File: src/design/spifc_regs.svh
//////////////////////////////////////////////////////////////////////////////
// Purpose : offsets, field positions, patterns and timing counts of the
//           serial command port
// Assumes : 125 MHz mclk; 7-bit register addresses
// Notes   : definitions only
//////////////////////////////////////////////////////////////////////////////
`ifndef SPIFC_REGS_SVH
`define SPIFC_REGS_SVH

// frame layout (bit 0 travels first)
`define SPIFC_FRAME_BITS   6'h20
`define SPIFC_ADDR_MSB     6
`define SPIFC_WR_BIT       7
`define SPIFC_DATA_LSB     8
`define SPIFC_DATA_MSB     23
`define SPIFC_CK_LSB       24
`define SPIFC_CK_MSB       31
`define SPIFC_RD_AT_BIT    5'h07

// fixed check-field patterns when the checksum is off
`define SPIFC_CK_RX_FIXED  8'hA5
`define SPIFC_CK_TX_FIXED  8'h5A

// checksum: poly, seed, final xor
`define SPIFC_CRC_POLY     8'h2F
`define SPIFC_CRC_INIT     8'hFF
`define SPIFC_CRC_XOR      8'hFF

// control and own status register addresses
`define SPIFC_A_MODE       7'h01
`define SPIFC_A_WDOG       7'h03
`define SPIFC_A_TIMER      7'h08
`define SPIFC_A_HSIDE      7'h0A
`define SPIFC_A_PORT_STAT  7'h43

// mode field of the mode control word
`define SPIFC_MODE_MSB     1
`define SPIFC_MC_NORMAL    2'h0
`define SPIFC_MC_SLEEP     2'h1
`define SPIFC_MC_STOP      2'h2
`define SPIFC_MC_SRESET    2'h3

// timer word: on-time code [7:4], period code [3:0]
`define SPIFC_TMR_ON_LSB   4
`define SPIFC_TMR_PER_MSB  3
// high-side word: sync-input control select
`define SPIFC_HS_SYNC_BIT  8

// port status byte (bits 7:0 of every reply)
`define SPIFC_ST_ERR       0
`define SPIFC_ST_FAIL      7
// own status register payload bits
`define SPIFC_PS_REJECT    0
`define SPIFC_PS_FRAME     1
`define SPIFC_PS_CKFAIL    2

// interrupt pulse low time
`define SPIFC_CLK_MHZ      125
`define SPIFC_INT_LOW_NS   100
`define SPIFC_INT_CYC      ((`SPIFC_INT_LOW_NS * `SPIFC_CLK_MHZ + 999) / 1000)

`endif

File: src/design/spifc_pkg.sv
//////////////////////////////////////////////////////////////////////////////
// Purpose : types of the serial command port
// Assumes : nothing
// Notes   : shared by the design and the bench
//////////////////////////////////////////////////////////////////////////////
package spifc_pkg;

  // device operating modes
  typedef enum logic [2:0] {
    SPIFC_INIT     = 3'h0,
    SPIFC_NORMAL   = 3'h1,
    SPIFC_STOP     = 3'h2,
    SPIFC_SLEEP    = 3'h3,
    SPIFC_RESTART  = 3'h4,
    SPIFC_FAILSAFE = 3'h5
  } spifc_mode_e;

  // accepted write or status clear
  typedef struct packed {
    logic        valid;
    logic [6:0]  addr;
    logic [15:0] data;
  } spifc_wr_s;

  // mode change request
  typedef struct packed {
    logic        valid;
    spifc_mode_e mode;
  } spifc_mreq_s;

endpackage

File: src/design/spifc_top.sv
//////////////////////////////////////////////////////////////////////////////
// Purpose : serial command port: 32-bit frame capture, command checks,
//           command-reject and frame-error signalling
// Assumes : select_n, sclk, serial_in, reset_out_n, strap_a are async pins
// Notes   : pins pass two flops; link clock edges found on mclk
//
// Operation
// RULE1: port live in init, normal, stop
// RULE2: full-duplex 32-bit frames
// RULE3: select_n low whole frame
// RULE4: interpret on select rise, release line
// RULE5: sample on falling clock
// RULE6: shift out after rising clock
// RULE7: bad command dropped, sticky reject; a normal-mode sleep request without wake source is still written
// RULE8: stop to sleep: reject, restart
// RULE9: init to stop/sleep: reject, normal
// RULE10: odd watchdog parity rejected
// RULE11: stop accepts few commands
// RULE12: stop with wake events: interrupt
// RULE13: stop to normal: mode only
// RULE14: sleep without wake source: restart
// RULE15: bad timer or sync rejected
// RULE16: stuck frame rejected
// RULE17: unused addresses ignored silently
// RULE18: clock count not 0/32 errors
// RULE19: clock high at select edge errors
// RULE20: clock low at select fall
// RULE21: frame overlapping reset errors
// RULE22: serial_out high in reset
// RULE23: checksum strap: init left anyway; a soft reset mode write in init still keeps init
// RULE24: address, write bit, data fields
// RULE25: restart interprets nothing
// RULE26: fixed check patterns
// RULE27: flags sticky and readable
//////////////////////////////////////////////////////////////////////////////
`timescale 1ns/100ps
`include "spifc_regs.svh"

module spifc_top
  import spifc_pkg::*;
(
  // clock and reset
  input  wire logic        mclk,
  input  wire logic        nrst,
  // link pins
  input  wire logic        select_n,
  input  wire logic        sclk,
  input  wire logic        serial_in,
  output logic             serial_out,
  output logic             serial_out_oe,
  // device state
  input  wire logic        reset_out_n,
  input  wire logic        strap_a,
  input  wire spifc_mode_e dev_mode,
  input  wire logic [15:0] mode_reg_cur,
  input  wire logic        wake_src_any,
  input  wire logic        wake_status_any,
  input  wire logic        wake4_sync_pin,
  input  wire logic [5:0]  status_info,
  // register read path
  output logic [6:0]       rd_addr,
  output logic             rd_req,
  input  wire logic [15:0] rd_data,
  // command results
  output spifc_wr_s        wr_out,
  output spifc_mreq_s      mreq_out,
  output logic             command_reject_flag,
  output logic             frame_error_flag,
  output logic             checksum_fail_flag,
  output logic             interrupt_out_n
);

  ////////////////////////////////////////////////////////////////////////////
  // pin synchronisers
  ////////////////////////////////////////////////////////////////////////////
  localparam int NSYNC = 5;
  logic [NSYNC-1:0] pin_raw;            // pins in async domain
  logic [NSYNC-1:0] sync1_q;            // first stage, read only by stage two
  logic [NSYNC-1:0] sync2_q;            // safe copies
  logic [NSYNC-1:0] prev_q;             // one cycle older, for edges

  assign pin_raw = {strap_a, reset_out_n, serial_in, sclk, select_n};

  genvar gi;
  generate
    for (gi = 0; gi < NSYNC; gi++)
    begin : g_sync
      // idle levels at reset keep the port quiet
      always_ff @(posedge mclk or negedge nrst)
      begin
        if (!nrst)
        begin
          sync1_q[gi] <= (gi == 0 || gi == 3) ? 1'b1 : 1'b0;
          sync2_q[gi] <= (gi == 0 || gi == 3) ? 1'b1 : 1'b0;
          prev_q[gi]  <= (gi == 0 || gi == 3) ? 1'b1 : 1'b0;
        end
        else
        begin
          sync1_q[gi] <= pin_raw[gi];
          sync2_q[gi] <= sync1_q[gi];
          prev_q[gi]  <= sync2_q[gi];
        end
      end
    end
  endgenerate

  logic sel_s, sck_s, sdi_s, rsto_s;    // synchronised levels
  logic sel_fall, sel_rise;             // frame start and end
  logic sck_rise, sck_fall;             // link clock edges
  assign sel_s    = sync2_q[0];
  assign sck_s    = sync2_q[1];
  assign sdi_s    = sync2_q[2];
  assign rsto_s   = sync2_q[3];
  assign sel_fall = prev_q[0] & ~sel_s;
  assign sel_rise = ~prev_q[0] & sel_s;
  assign sck_rise = ~prev_q[1] & sck_s & ~sel_s;
  assign sck_fall = prev_q[1] & ~sck_s & ~sel_s;

  ////////////////////////////////////////////////////////////////////////////
  // checksum strap, caught once after reset release
  ////////////////////////////////////////////////////////////////////////////
  logic [1:0] strap_cnt_q;              // waits out the synchroniser
  logic ck_mode_q;                      // checksum mode strapped

  always_ff @(posedge mclk or negedge nrst)
  begin
    if (!nrst)
    begin
      strap_cnt_q <= 2'h0;
      ck_mode_q   <= 1'b0;
    end
    else if (strap_cnt_q != 2'h3)
    begin
      strap_cnt_q <= strap_cnt_q + 2'h1;
      ck_mode_q   <= sync2_q[4];                                 // RULE23
    end
  end

  // checksum over frame bits 23..0, bit 23 first
  function automatic logic [7:0] crc8(input logic [23:0] d);
    logic [7:0] c;
    c = `SPIFC_CRC_INIT;
    for (int i = 23; i >= 0; i--)
    begin
      c = (c[7] ^ d[i]) ? ((c << 1) ^ `SPIFC_CRC_POLY) : (c << 1);
    end
    return c ^ `SPIFC_CRC_XOR;
  endfunction

  ////////////////////////////////////////////////////////////////////////////
  // receive side: shift and clock count
  ////////////////////////////////////////////////////////////////////////////
  logic [31:0] rx_q;                    // received word, bit 0 first in
  logic [5:0]  cnt_q;                   // falling edges seen, saturates
  logic        hi_at_fall_q;            // clock high when select fell
  logic        rst_seen_q;              // reset_out_n low during frame
  logic        port_on;                 // mode lets the port drive

  assign port_on = (dev_mode != SPIFC_SLEEP) && (dev_mode != SPIFC_FAILSAFE);

  // capture on each falling clock, lsb first
  always_ff @(posedge mclk or negedge nrst)
  begin
    if (!nrst)
    begin
      rx_q  <= 32'h0000_0000;
      cnt_q <= 6'h00;
    end
    else if (sel_fall)
    begin
      cnt_q <= 6'h00;
    end
    else if (sck_fall)
    begin
      rx_q <= {sdi_s, rx_q[31:1]};                               // RULE5
      if (cnt_q <= `SPIFC_FRAME_BITS)
      begin
        cnt_q <= cnt_q + 6'h01;
      end
    end
  end

  // edge faults of the current frame
  always_ff @(posedge mclk or negedge nrst)
  begin
    if (!nrst)
    begin
      hi_at_fall_q <= 1'b0;
      rst_seen_q   <= 1'b0;
    end
    else if (sel_fall)
    begin
      hi_at_fall_q <= sck_s;                                     // RULE19
      rst_seen_q   <= ~rsto_s;                                   // RULE21
    end
    else if (!sel_s && !rsto_s)
    begin
      rst_seen_q <= 1'b1;                                        // RULE21
    end
  end

  ////////////////////////////////////////////////////////////////////////////
  // frame verdict, taken on the select rise
  ////////////////////////////////////////////////////////////////////////////
  logic        err_now;                 // framing fault this frame
  logic        fr_ok;                   // 32 clean clocks
  logic        live;                    // mode allows interpretation
  logic [6:0]  addr;
  logic [15:0] data;
  logic        ck_bad, stuck, addr_ok, is_stat;
  logic        rej, ckf, wr_ok, mv, clr_own, int_trig;
  spifc_mode_e mm;

  assign err_now = sel_rise && ((cnt_q != 6'h00 && cnt_q != `SPIFC_FRAME_BITS) // RULE18
                   || sck_s || hi_at_fall_q || rst_seen_q || !rsto_s);      // RULE19
  assign fr_ok   = sel_rise && !err_now && cnt_q == `SPIFC_FRAME_BITS;
  assign live    = dev_mode == SPIFC_INIT || dev_mode == SPIFC_NORMAL
                   || dev_mode == SPIFC_STOP;                    // RULE1 RULE25
  assign addr    = rx_q[`SPIFC_ADDR_MSB:0];                      // RULE24
  assign data    = rx_q[`SPIFC_DATA_MSB:`SPIFC_DATA_LSB];
  assign stuck   = rx_q == 32'h0000_0000 || rx_q == 32'hFFFF_FFFF;
  assign ck_bad  = ck_mode_q ? (crc8(rx_q[23:0]) != rx_q[`SPIFC_CK_MSB:`SPIFC_CK_LSB])
                   : (rx_q[`SPIFC_CK_MSB:`SPIFC_CK_LSB] != `SPIFC_CK_RX_FIXED); // RULE26
  assign is_stat = addr[6];
  // populated control and status banks
  assign addr_ok = (addr >= 7'h01 && addr <= 7'h0B) || (addr >= 7'h10 && addr <= 7'h1D)
                   || (addr >= 7'h30 && addr <= 7'h46) || (addr >= 7'h50 && addr <= 7'h5B)
                   || (addr >= 7'h60 && addr <= 7'h63) || addr == 7'h70;

  // a reject drops the write, except a sleep request without wake source in normal mode
  always_comb
  begin
    rej      = 1'b0;
    ckf      = 1'b0;
    wr_ok    = 1'b0;
    mv       = 1'b0;
    mm       = SPIFC_NORMAL;
    clr_own  = 1'b0;
    int_trig = 1'b0;
    if (fr_ok && live)                                           // RULE4
    begin
      // strapped: init left, unless a mode write carries the soft reset code
      if (ck_mode_q && dev_mode == SPIFC_INIT)
      begin
        mv = 1'b1;                                               // RULE23
      end
      if (stuck)
      begin
        rej = 1'b1;                                              // RULE16
      end
      else if (ck_bad)
      begin
        ckf = 1'b1;                                              // RULE23
      end
      else if (!rx_q[`SPIFC_WR_BIT] || !addr_ok)
      begin
        // read-only or unused: ignore                           // RULE17
      end
      else if (is_stat)
      begin
        wr_ok   = 1'b1;
        clr_own = addr == `SPIFC_A_PORT_STAT;                    // RULE27
      end
      else if (dev_mode == SPIFC_STOP && addr != `SPIFC_A_MODE
               && addr != `SPIFC_A_WDOG)
      begin
        rej = 1'b1;                                              // RULE11
      end
      else if (addr == `SPIFC_A_WDOG && ^data)
      begin
        rej = 1'b1;                                              // RULE10
      end
      else if (addr == `SPIFC_A_TIMER && data[7:4] >= data[3:0])
      begin
        rej = 1'b1;                                              // RULE15
      end
      else if (addr == `SPIFC_A_HSIDE && data[`SPIFC_HS_SYNC_BIT - 8]
               && !wake4_sync_pin)
      begin
        rej = 1'b1;                                              // RULE15
      end
      else if (addr == `SPIFC_A_MODE)
      begin
        case (dev_mode)
          SPIFC_INIT:
          begin
            if (data[1:0] == `SPIFC_MC_SLEEP || data[1:0] == `SPIFC_MC_STOP)
            begin
              rej = 1'b1;                                        // RULE9
              mv  = 1'b1;
            end
            else
            begin
              wr_ok = 1'b1;
              mv    = data[1:0] == `SPIFC_MC_NORMAL;
            end
          end
          SPIFC_STOP:
          begin
            if (data[1:0] == `SPIFC_MC_SLEEP)
            begin
              rej = 1'b1;                                        // RULE8
              mv  = 1'b1;
              mm  = SPIFC_RESTART;
            end
            else if (data[1:0] == `SPIFC_MC_NORMAL)
            begin
              mv    = 1'b1;                                      // RULE13
              rej   = data[15:2] != mode_reg_cur[15:2];
              wr_ok = !rej;
            end
            else if (data[1:0] == `SPIFC_MC_SRESET)
            begin
              wr_ok = 1'b1;                                      // RULE11
            end
            else
            begin
              rej = data != mode_reg_cur;                        // RULE11
            end
          end
          default:
          begin
            // normal mode
            wr_ok = 1'b1;
            if (data[1:0] == `SPIFC_MC_SLEEP)
            begin
              mv  = 1'b1;
              mm  = wake_src_any ? SPIFC_SLEEP : SPIFC_RESTART;  // RULE14
              rej = !wake_src_any;
            end
            else if (data[1:0] == `SPIFC_MC_STOP)
            begin
              mv       = 1'b1;
              mm       = SPIFC_STOP;
              int_trig = wake_status_any;                        // RULE12
            end
          end
        endcase
      end
      else
      begin
        wr_ok = 1'b1;
      end
    end
  end

  ////////////////////////////////////////////////////////////////////////////
  // results and sticky flags
  ////////////////////////////////////////////////////////////////////////////
  logic [$clog2(`SPIFC_INT_CYC + 1)-1:0] int_cnt_q;  // interrupt low time

  // one-cycle write and mode strobes
  always_ff @(posedge mclk or negedge nrst)
  begin
    if (!nrst)
    begin
      wr_out   <= '0;
      mreq_out <= '0;
    end
    else
    begin
      wr_out.valid   <= wr_ok;                                   // RULE7
      wr_out.addr    <= addr;
      wr_out.data    <= data;
      mreq_out.valid <= mv;
      mreq_out.mode  <= mm;
    end
  end

  // set wins over clear in the same cycle
  always_ff @(posedge mclk or negedge nrst)
  begin
    if (!nrst)
    begin
      command_reject_flag <= 1'b0;
      frame_error_flag    <= 1'b0;
      checksum_fail_flag  <= 1'b0;
    end
    else
    begin
      command_reject_flag <= (command_reject_flag & ~clr_own) | rej; // RULE7 RULE27
      frame_error_flag    <= (frame_error_flag & ~clr_own) | err_now; // RULE18 RULE27
      checksum_fail_flag  <= (checksum_fail_flag & ~clr_own) | ckf;
    end
  end

  // low pulse on stop entry with pending wake events
  always_ff @(posedge mclk or negedge nrst)
  begin
    if (!nrst)
    begin
      int_cnt_q       <= '0;
      interrupt_out_n <= 1'b1;
    end
    else
    begin
      if (int_trig)
      begin
        int_cnt_q <= ($clog2(`SPIFC_INT_CYC + 1))'(`SPIFC_INT_CYC); // RULE12
      end
      else if (int_cnt_q != '0)
      begin
        int_cnt_q <= int_cnt_q - 1'b1;
      end
      interrupt_out_n <= !(int_trig || int_cnt_q > 1);
    end
  end

  ////////////////////////////////////////////////////////////////////////////
  // transmit side
  ////////////////////////////////////////////////////////////////////////////
  logic [23:0] tx_q;                    // status byte and read data
  logic [4:0]  idx_q;                   // bit now on serial_out
  logic [31:0] tx_word;                 // full reply with check field
  logic        rd_hit_q;                // read data arrives next cycle
  logic [7:0]  st_byte;

  assign tx_word = {ck_mode_q ? crc8(tx_q) : `SPIFC_CK_TX_FIXED, tx_q}; // RULE26
  // error bit leads the reply, so it is seen before any clock
  assign st_byte = {command_reject_flag | checksum_fail_flag, status_info,
                    frame_error_flag};                           // RULE19 RULE27

  // address complete after seven bits
  always_ff @(posedge mclk or negedge nrst)
  begin
    if (!nrst)
    begin
      rd_addr  <= 7'h00;
      rd_req   <= 1'b0;
      rd_hit_q <= 1'b0;
    end
    else
    begin
      rd_req   <= sck_fall && cnt_q == 6'h06;
      rd_hit_q <= rd_req;
      if (sck_fall && cnt_q == 6'h06)
      begin
        rd_addr <= {sdi_s, rx_q[31:26]};
      end
    end
  end

  // reply loaded at select fall, data patched later
  always_ff @(posedge mclk or negedge nrst)
  begin
    if (!nrst)
    begin
      tx_q <= 24'h00_0000;
    end
    else if (sel_fall)
    begin
      tx_q <= {16'h0000, st_byte};
    end
    else if (rd_hit_q)
    begin
      // own status comes from the flags
      tx_q[23:8] <= (rd_addr == `SPIFC_A_PORT_STAT) ?
                    {13'h0000, checksum_fail_flag, frame_error_flag,
                     command_reject_flag} : rd_data;
    end
  end

  // one bit per rising clock; held high while reset_out_n low
  always_ff @(posedge mclk or negedge nrst)
  begin
    if (!nrst)
    begin
      idx_q         <= 5'h00;
      serial_out    <= 1'b1;
      serial_out_oe <= 1'b0;
    end
    else
    begin
      serial_out_oe <= !sel_s && port_on;                        // RULE4 RULE2
      if (sel_fall)
      begin
        idx_q      <= 5'h00;
        serial_out <= !rsto_s | frame_error_flag;                // RULE19 RULE22
      end
      else if (!rsto_s)
      begin
        serial_out <= 1'b1;                                      // RULE22
      end
      else if (sck_rise)
      begin
        idx_q      <= idx_q + 5'h01;
        serial_out <= tx_word[idx_q + 5'h01];                    // RULE6
      end
    end
  end

endmodule // spifc_top

File: config.mk
export PLATFORM = sky130hd
export DESIGN_NAME = spifc_top
export DESIGN_NICKNAME = d
export VERILOG_FILES = /design/src/design/spifc_pkg.sv /design/src/design/spifc_top.sv
export VERILOG_INCLUDE_DIRS = /design/src /design/src/design
export SDC_FILE = /design/constraint.sdc
export NUM_CORES = 1
export LEC_CHECK = 0
export BUFFER_PORTS_ARGS = -buffer_cell sky130_fd_sc_hd__buf_2
export CAP_MARGIN = 10
export CELL_PAD_IN_SITES_DETAIL_PLACEMENT = 1
export CELL_PAD_IN_SITES_GLOBAL_PLACEMENT = 1
export CORE_MARGIN = 4
export CORE_UTILIZATION = 30
export CTS_CLUSTER_SIZE = 14
export DETAILED_ROUTE_END_ITERATION = 10
export HOLD_SLACK_MARGIN = 0.05
export PLACE_DENSITY = 0.62
export SLEW_MARGIN = 30
export SYNTH_ARGS = -nofsm -noshare
export SYNTH_HDL_FRONTEND = slang
export SYNTH_SLANG_ARGS = --single-unit
export TNS_END_PERCENT = 50
File: constraint.sdc
create_clock -name mclk -period 4.1 [get_ports mclk]
set_clock_uncertainty 0.05 [all_clocks]
set_input_delay 0.41 -clock mclk [delete_from_list [all_inputs] [get_ports mclk]]
set_output_delay 0.41 -clock mclk [all_outputs]
set_load 0.005 [all_outputs]
==> results of run 1 <==
per-layer routing:
layer,part of all wire,vias up,global-route usage
li1,-,2829,-
met1,0.45,3090,0.219
met2,0.50,92,0.274
met3,0.031,24,0.0245
met4,0.019,0,0.0564
met5,0,-,0
final timing paths:
check                                  endpoint  cells after the start            from  slack [ns]
worst max register to register     int_cnt_q[1]                     14        rx_q[23]       -0.14
worst min register to register       sync2_q[4]                      0      sync1_q[4]        0.30
worst max-delay path               int_cnt_q[1]                     14        rx_q[23]       -0.14
max in group asynchronous       interrupt_out_n                      3            nrst        2.45
worst min-delay path                    tx_q[2]                      3  status_info[1]        0.12
min in group asynchronous            wr_out[13]                      2            nrst        0.52
layout make-up:
cell class,instances,area share
Multi-Input combinational cell,540,0.461
Sequential cell,131,0.322
Inverter,27,0.00992
Clock buffer,20,0.0437
Timing Repair Buffer,170,0.105
Clock inverter,12,0.0175
Tap cell,335,0.0410
cells in the mapped netlist (all sizes together) (2+ instances only):
library cell and instances:
mux2i 6, dfstp 7, nor2b 2, ha 31
dfrtp 124, clkbuf 27, nor2 28, a211oi 6
a22o 13, and2 2, nand2b 13, nand3 16
nor4 9, xor2 46, a21oi 19, mux4 7
nand2 74, or2 5, nor4b 4, o21a 2
a311o 2, nor3b 3, nand4 10, a31oi 3
o211ai 3, o22ai 4, o21ai 34, or4 2
buf 17, nand4b 2, inv 27, xnor3 29
nor3 12, mux2 23, xnor2 102, or3 4
a21o 3
metrics by stage:
step	area, um^2	hold slack (ns)	setup TNS (ns)	setup slack (ns)	util
global placement	9350	0.283	-0.0279	-0.0205	0.356
finish	10200	0.124	-0.554	-0.141	0.389
CTS	10100	0.102	-0.482	-0.132	0.386
detailed placement	9360	0.289	-0.741	-0.151	0.356
global route	10200	0.124	-2.43	-0.306	0.389
floorplan	8160	0.0644	0	0.0137	-
placed cells by master, fill, tap and decap left out, drive strengths merged, types with 23 or more instances in the layout:
cell / count
xor2: 46
inv: 29
o21ai: 34
nor2: 28
xnor3: 29
xnor2: 102
nand2: 74
buf: 164
dfrtp: 124
mux2: 23
ha: 31
power groups by stage:
| stage | combinational (uW) | clock, uW | sequential [uW] |
|---|---|---|---|
| floorplan | 328 | 0 | 1390 |
| global placement | 419 | 0 | 1440 |
| detailed placement | 430 | 0 | 1440 |
| CTS | 440 | 1690 | 1420 |
| global route | 491 | 1750 | 1430 |
| finish | 434 | 1650 | 1420 |
worst max-delay path: cells and delay by family, from the launching register on:
family	cells	cell delay, ns
AOI/OAI and AO/OA	3	0.63
xor gates and xnor gates	5	1.76
buffers and inverters	2	0.34
DFF	1	0.41
and+or+nand+nor	4	0.94
flip-flops by register name (all words and copies together), names as in the netlist, 2 cells and up:
register / flops
rx_q: 32
tx_q: 24
wr_out: 24
rd_addr: 7
cnt_q: 6
idx_q: 5
sync1_q: 5
int_cnt_q: 4
mreq_out: 4
prev_q: 2
strap_cnt_q: 2
cells by family after synthesis:
group,Yosys count,share of synthesized area
adders and majority gates,31,0.0479
AOI/OAI and AO/OA,103,0.0843
muxes,36,0.0589
DFF,131,0.406
buffers and inverters,71,0.0362
and+or+nand+nor,192,0.121
xor gates and xnor gates,178,0.245
repair_timing:
item / in CTS / in global routing
hold buffers: 6 / 0
pin swaps: 3 / 3
gates resized for setup: 14 / 10
buffers inserted: 3 / 1
endpoints found under the setup margin: 12 / 13
endpoints found under the hold margin: 37 / 0
==> flow_summary.json, run 1 <==
{
  "hp-class": "in2reg",
  "numCtsBuffers": 17,
  "port_buffers": 92,
  "grt_start_max_net_pins": 84,
  "yosysTopAreaCell": "dfrtp_1",
  "tightest_slew_ns": 0.936,
  "insertion_delay_ns": 0.43,
  "gp_congestion": 0.815,
  "antenna_found_initial": 0,
  "cp-end-kind": "flip-flop",
  "drc_errors": 0,
  "crit_fanout": 5,
  "antenna_left": 0,
  "grt_pass1_wl_um": 37300,
  "overflow": 0,
  "diodes": 0,
  "crit_top_cell": "buf_4",
  "register_area_mm2": 0.00329,
  "synth-seq-area-share": 0.406,
  "cp_cell_sequence": "buf_4 -> xnor2_2 -> buf_4 -> xnor3_1 -> xor2_1 -> xnor3_2 -> xnor2_1 -> nand3_1 -> a211oi_1 -> o21ai_0 -> a22oi_2 -> nand4b_4 -> or4_4 -> and2_4",
  "finalNonFillerCells": 1235,
  "setup_slack_ns": -0.141,
  "die_w_um": 172,
  "power.share.combinational": 0.124,
  "maxCapViolCount": 0,
  "max_freq_mhz": 236,
  "synthCells": 742,
  "drt_iter0_drc": 368,
  "period_share": 1.03,
  "dp_hpwl_um": 17600,
  "wirelength_um": 23700,
  "clk_path_buf_depth": 2,
  "cts_tree": "built",
  "critPathSlowestCell": "xnor3_2",
  "synth_cell_types": 70,
  "rsz0062_at_grt": "yes",
  "crit_arrival_ns": 4.51,
  "final_hold_viol_count": 0,
  "slew_violations": 0,
  "avgSynthCellArea_um2": 10.9,
  "slew_headroom": 0.374,
  "io-pin-count": 93,
  "critPathLaunchType": "flip-flop",
  "drtPass1Iterations": 4,
  "synth_flop_cell": "dfrtp_1",
  "power_frac_seq": 0.405,
  "core_area_mm2": 0.0263,
  "row_count": 59,
  "crit_required_ns": 4.37,
  "start_util": 0.308,
  "synthToLayoutAreaGrowth_pct": 26.2,
  "setup_viol_count_final": 7,
  "period_needed_ns": 4.24,
  "pwr_density_cell_mw_per_mm2": 343,
  "critical-path-max-stage-delay_ns": 0.54,
  "wl_per_cell_um": 19.2,
  "netSwitchingPower_uw": 906,
  "cts_root_buf": "clkbuf_16",
  "clock_sinks": 131,
  "dp_cells": 1193,
  "clockPowerShare": 0.471,
  "violations": "negative setup slack",
  "synth-seq-cells": 131,
  "synth_area_leaders": "dfrtp_1 (38%), xnor2_1 (11%), xnor3_1 (7.5%)",
  "dieArea_mm2": 0.0297,
  "p_leak_uw": 0.00480,
  "vias": 6035,
  "nets": 969,
  "yosys_warnings": 0,
  "grt_pass1_vias": 6469,
  "synth-edff-count": 0,
  "htree_levels": 4,
  "drive_gt1_frac": 0.311,
  "crit_type": "reg2reg",
  "multi_input_area_mm2": 0.00471,
  "clkTransAtPathRegs_ns": 0.06,
  "syn_area_mm2": 0.00809,
  "syn_nets": 824,
  "p_sw_frac": 0.259,
  "async_flop_share": 1.00,
  "cellInternalPower_uw": 2590,
  "fillerInstances": 2912,
  "yosysTopAreaCellShare": 0.383,
  "status": "finished, violations left",
  "fin_total_pwr_uw": 3500,
  "irDropWorstVdd_mv": 0.286,
  "grt_usage": 0.164,
  "die_h_um": 172,
  "vias_per_cell": 4.89
}
No activity file was read; power rests on OpenSTA's default activity.
==> run 2, diff against run 1 <==
Settings changed: CTS_CLUSTER_SIZE 14 to 40, RECOVER_POWER from default to 50.
==> run 2 against run 1 <==
  * Die area stayed put
  * Setup slack better by 0.0067 ns
  * Core utilization is 0.18 points lower
  * Global-route usage stayed put
  * Design area is 0.45% lower
  * Largest power group unchanged
  * Non-clock buffer count stayed put
  * Combinational power hardly changed
  * Routed wire length stayed put
  * Hold slack worse by 0.0010 ns
  * The flow still finishes with violations (negative setup slack)
  * Via count hardly changed
  * Clock power hardly changed
  * Maximum frequency is 0.16% higher
==> flow_summary.json, run 2 (synthesized netlist as in run 1, its figures left out) <==
{
  "hp-class": "in2reg",
  "gr-usage-met1": 0.219,
  "dp_cells": 1193,
  "row_count": 59,
  "crit_type": "reg2reg",
  "dp_hpwl_um": 17600,
  "final_area_mm2": 0.0102,
  "status": "finished, violations left",
  "vias": 6039,
  "grt_start_max_net_pins": 84,
  "numCtsBuffers": 17,
  "wirelength_um": 23700,
  "port_buffers": 92,
  "cts_root_buf": "clkbuf_16",
  "busiest_layer": "met2",
  "antenna_found_initial": 0,
  "regMostFlops": "rx_q",
  "setup_slack_ns": -0.134,
  "overflow": 0,
  "irDropWorstVdd_mv": 0.286,
  "grt_pass1_vias": 6469,
  "clk_path_buf_depth": 2,
  "insertion_delay_ns": 0.43,
  "tightest_slew_ns": 0.956,
  "drc_errors": 0,
  "final_cell_mix": "dfrtp_1 (122), xnor2_1 (92), buf_2 (91)",
  "met2_usage": 0.274,
  "cp-end-kind": "flip-flop",
  "max_freq_mhz": 236,
  "dieArea_mm2": 0.0297,
  "finalNonFillerCells": 1236,
  "grt_usage": 0.164,
  "io-pin-count": 93,
  "synthToLayoutAreaGrowth_pct": 25.6,
  "drive_gt1_frac": 0.296,
  "largest_registers": "rx_q x32, tx_q x24, wr_out x24",
  "period_needed_ns": 4.23,
  "slew_violations": 0,
  "crit_fanout": 5,
  "final_hold_viol_count": 0,
  "hold_depth": 3,
  "clock_sinks": 131,
  "maxCapViolCount": 0,
  "setup-tns-final_ns": -0.511,
  "antenna_left": 0,
  "p_leak_uw": 0.00474,
  "die_h_um": 172,
  "critPathLaunchType": "flip-flop",
  "drt_iter0_drc": 340,
  "vias_per_cell": 4.89,
  "gp_congestion": 0.815,
  "slew_headroom": 0.360,
  "die_w_um": 172,
  "clkTransAtPathRegs_ns": 0.06,
  "crit_arrival_ns": 4.50,
  "pwr_density_cell_mw_per_mm2": 344,
  "crit_required_ns": 4.37,
  "core_area_mm2": 0.0263,
  "nets": 969,
  "fin_util": 0.387,
  "final_common_cell": "dfrtp_1",
  "period_share": 1.03,
  "dpl-instance-area_mm2": 0.00936,
  "htree_levels": 4,
  "drtPass1Iterations": 4,
  "violations": "negative setup slack",
  "setup_viol_count_final": 6,
  "largest_register_ffs": 32,
  "grt_use_met3": 0.0245,
  "start_util": 0.308,
  "ff2ff_path_depth": 14,
  "wl_per_cell_um": 19.1,
  "cts_tree": "built",
  "rsz0062_at_grt": "yes",
  "grt_pass1_wl_um": 37300
}
## run 2: changes by cell type in the layout (fill, tap and decap cells not counted), sizes merged
cell    change
buf        -13
diode       +1
clkbuf     +13
## run 2: what timing repair did
| item | in CTS | in global routing |
|---|---|---|
| buffers inserted | 3 | 1 |
| pin swaps | 3 | 3 |
| gates cloned | 0 | 0 |
| gates resized for setup | 14 | 10 |
| hold buffers | 6 | 0 |
| endpoints found under the setup margin | 12 | 13 |
| hold endpoints to repair | 37 | 0 |
## run 2: stage by stage
stage               hold slack, ns  power (uW)  setup slack [ns]
floorplan                   0.0644        1720            0.0137
global placement             0.283        1860           -0.0205
detailed placement           0.289        1870            -0.151
CTS                          0.102        3540            -0.132
global route                 0.124        3660            -0.306
finish                       0.123        3500            -0.134
## run 2: power breakdown
part,internal [uW],switching (uW)
clock,1040,612
combinational,219,215
sequential,1340,79.7
total,2590,907
## run 2: layer usage
metal	vias up	wire length, um
li1	2832	-
met1	3089	10600
met2	92	11900
met3	26	789
met4	0	463
met5	-	0
## run 2: area by class of cell
cell class / count / area (um^2)
diodes: 1 / 2.50
clock inverters: 12 / 179
multi-input cells: 540 / 4710
clock buffers: 20 / 447
well taps: 335 / 419
flip-flops and latches: 131 / 3290
inverters: 27 / 101
repair buffers: 170 / 1020
fillers: 2921 / 16100
## run 2: worst max-delay path, stage by stage (launching register included)
cell      delay (ns)
dfrtp_1         0.41
buf_4           0.18
xnor2_2         0.20
buf_4           0.16
xnor3_1         0.39
xor2_1          0.34
xnor3_2         0.54
xnor2_1         0.28
nand3_1         0.12
a211oi_1        0.20
o21ai_0         0.13
a22oi_2         0.30
nand4b_4        0.16
or4_4           0.48
and2_4          0.18
## run 2: path summary, 6_finish.rpt
kind | startpoint | endpoint | slack (ns)
hold reg to reg | sync1_q[3] | rsto_s | 0.30
hold / removal | status_info[1] | tx_q[2] | 0.12
setup / recovery | rx_q[23] | int_cnt_q[1] | -0.13
setup reg to reg | rx_q[23] | int_cnt_q[1] | -0.13
max in group asynchronous | nrst | interrupt_out_n | 2.46
min in group asynchronous | nrst | wr_out[13] | 0.52
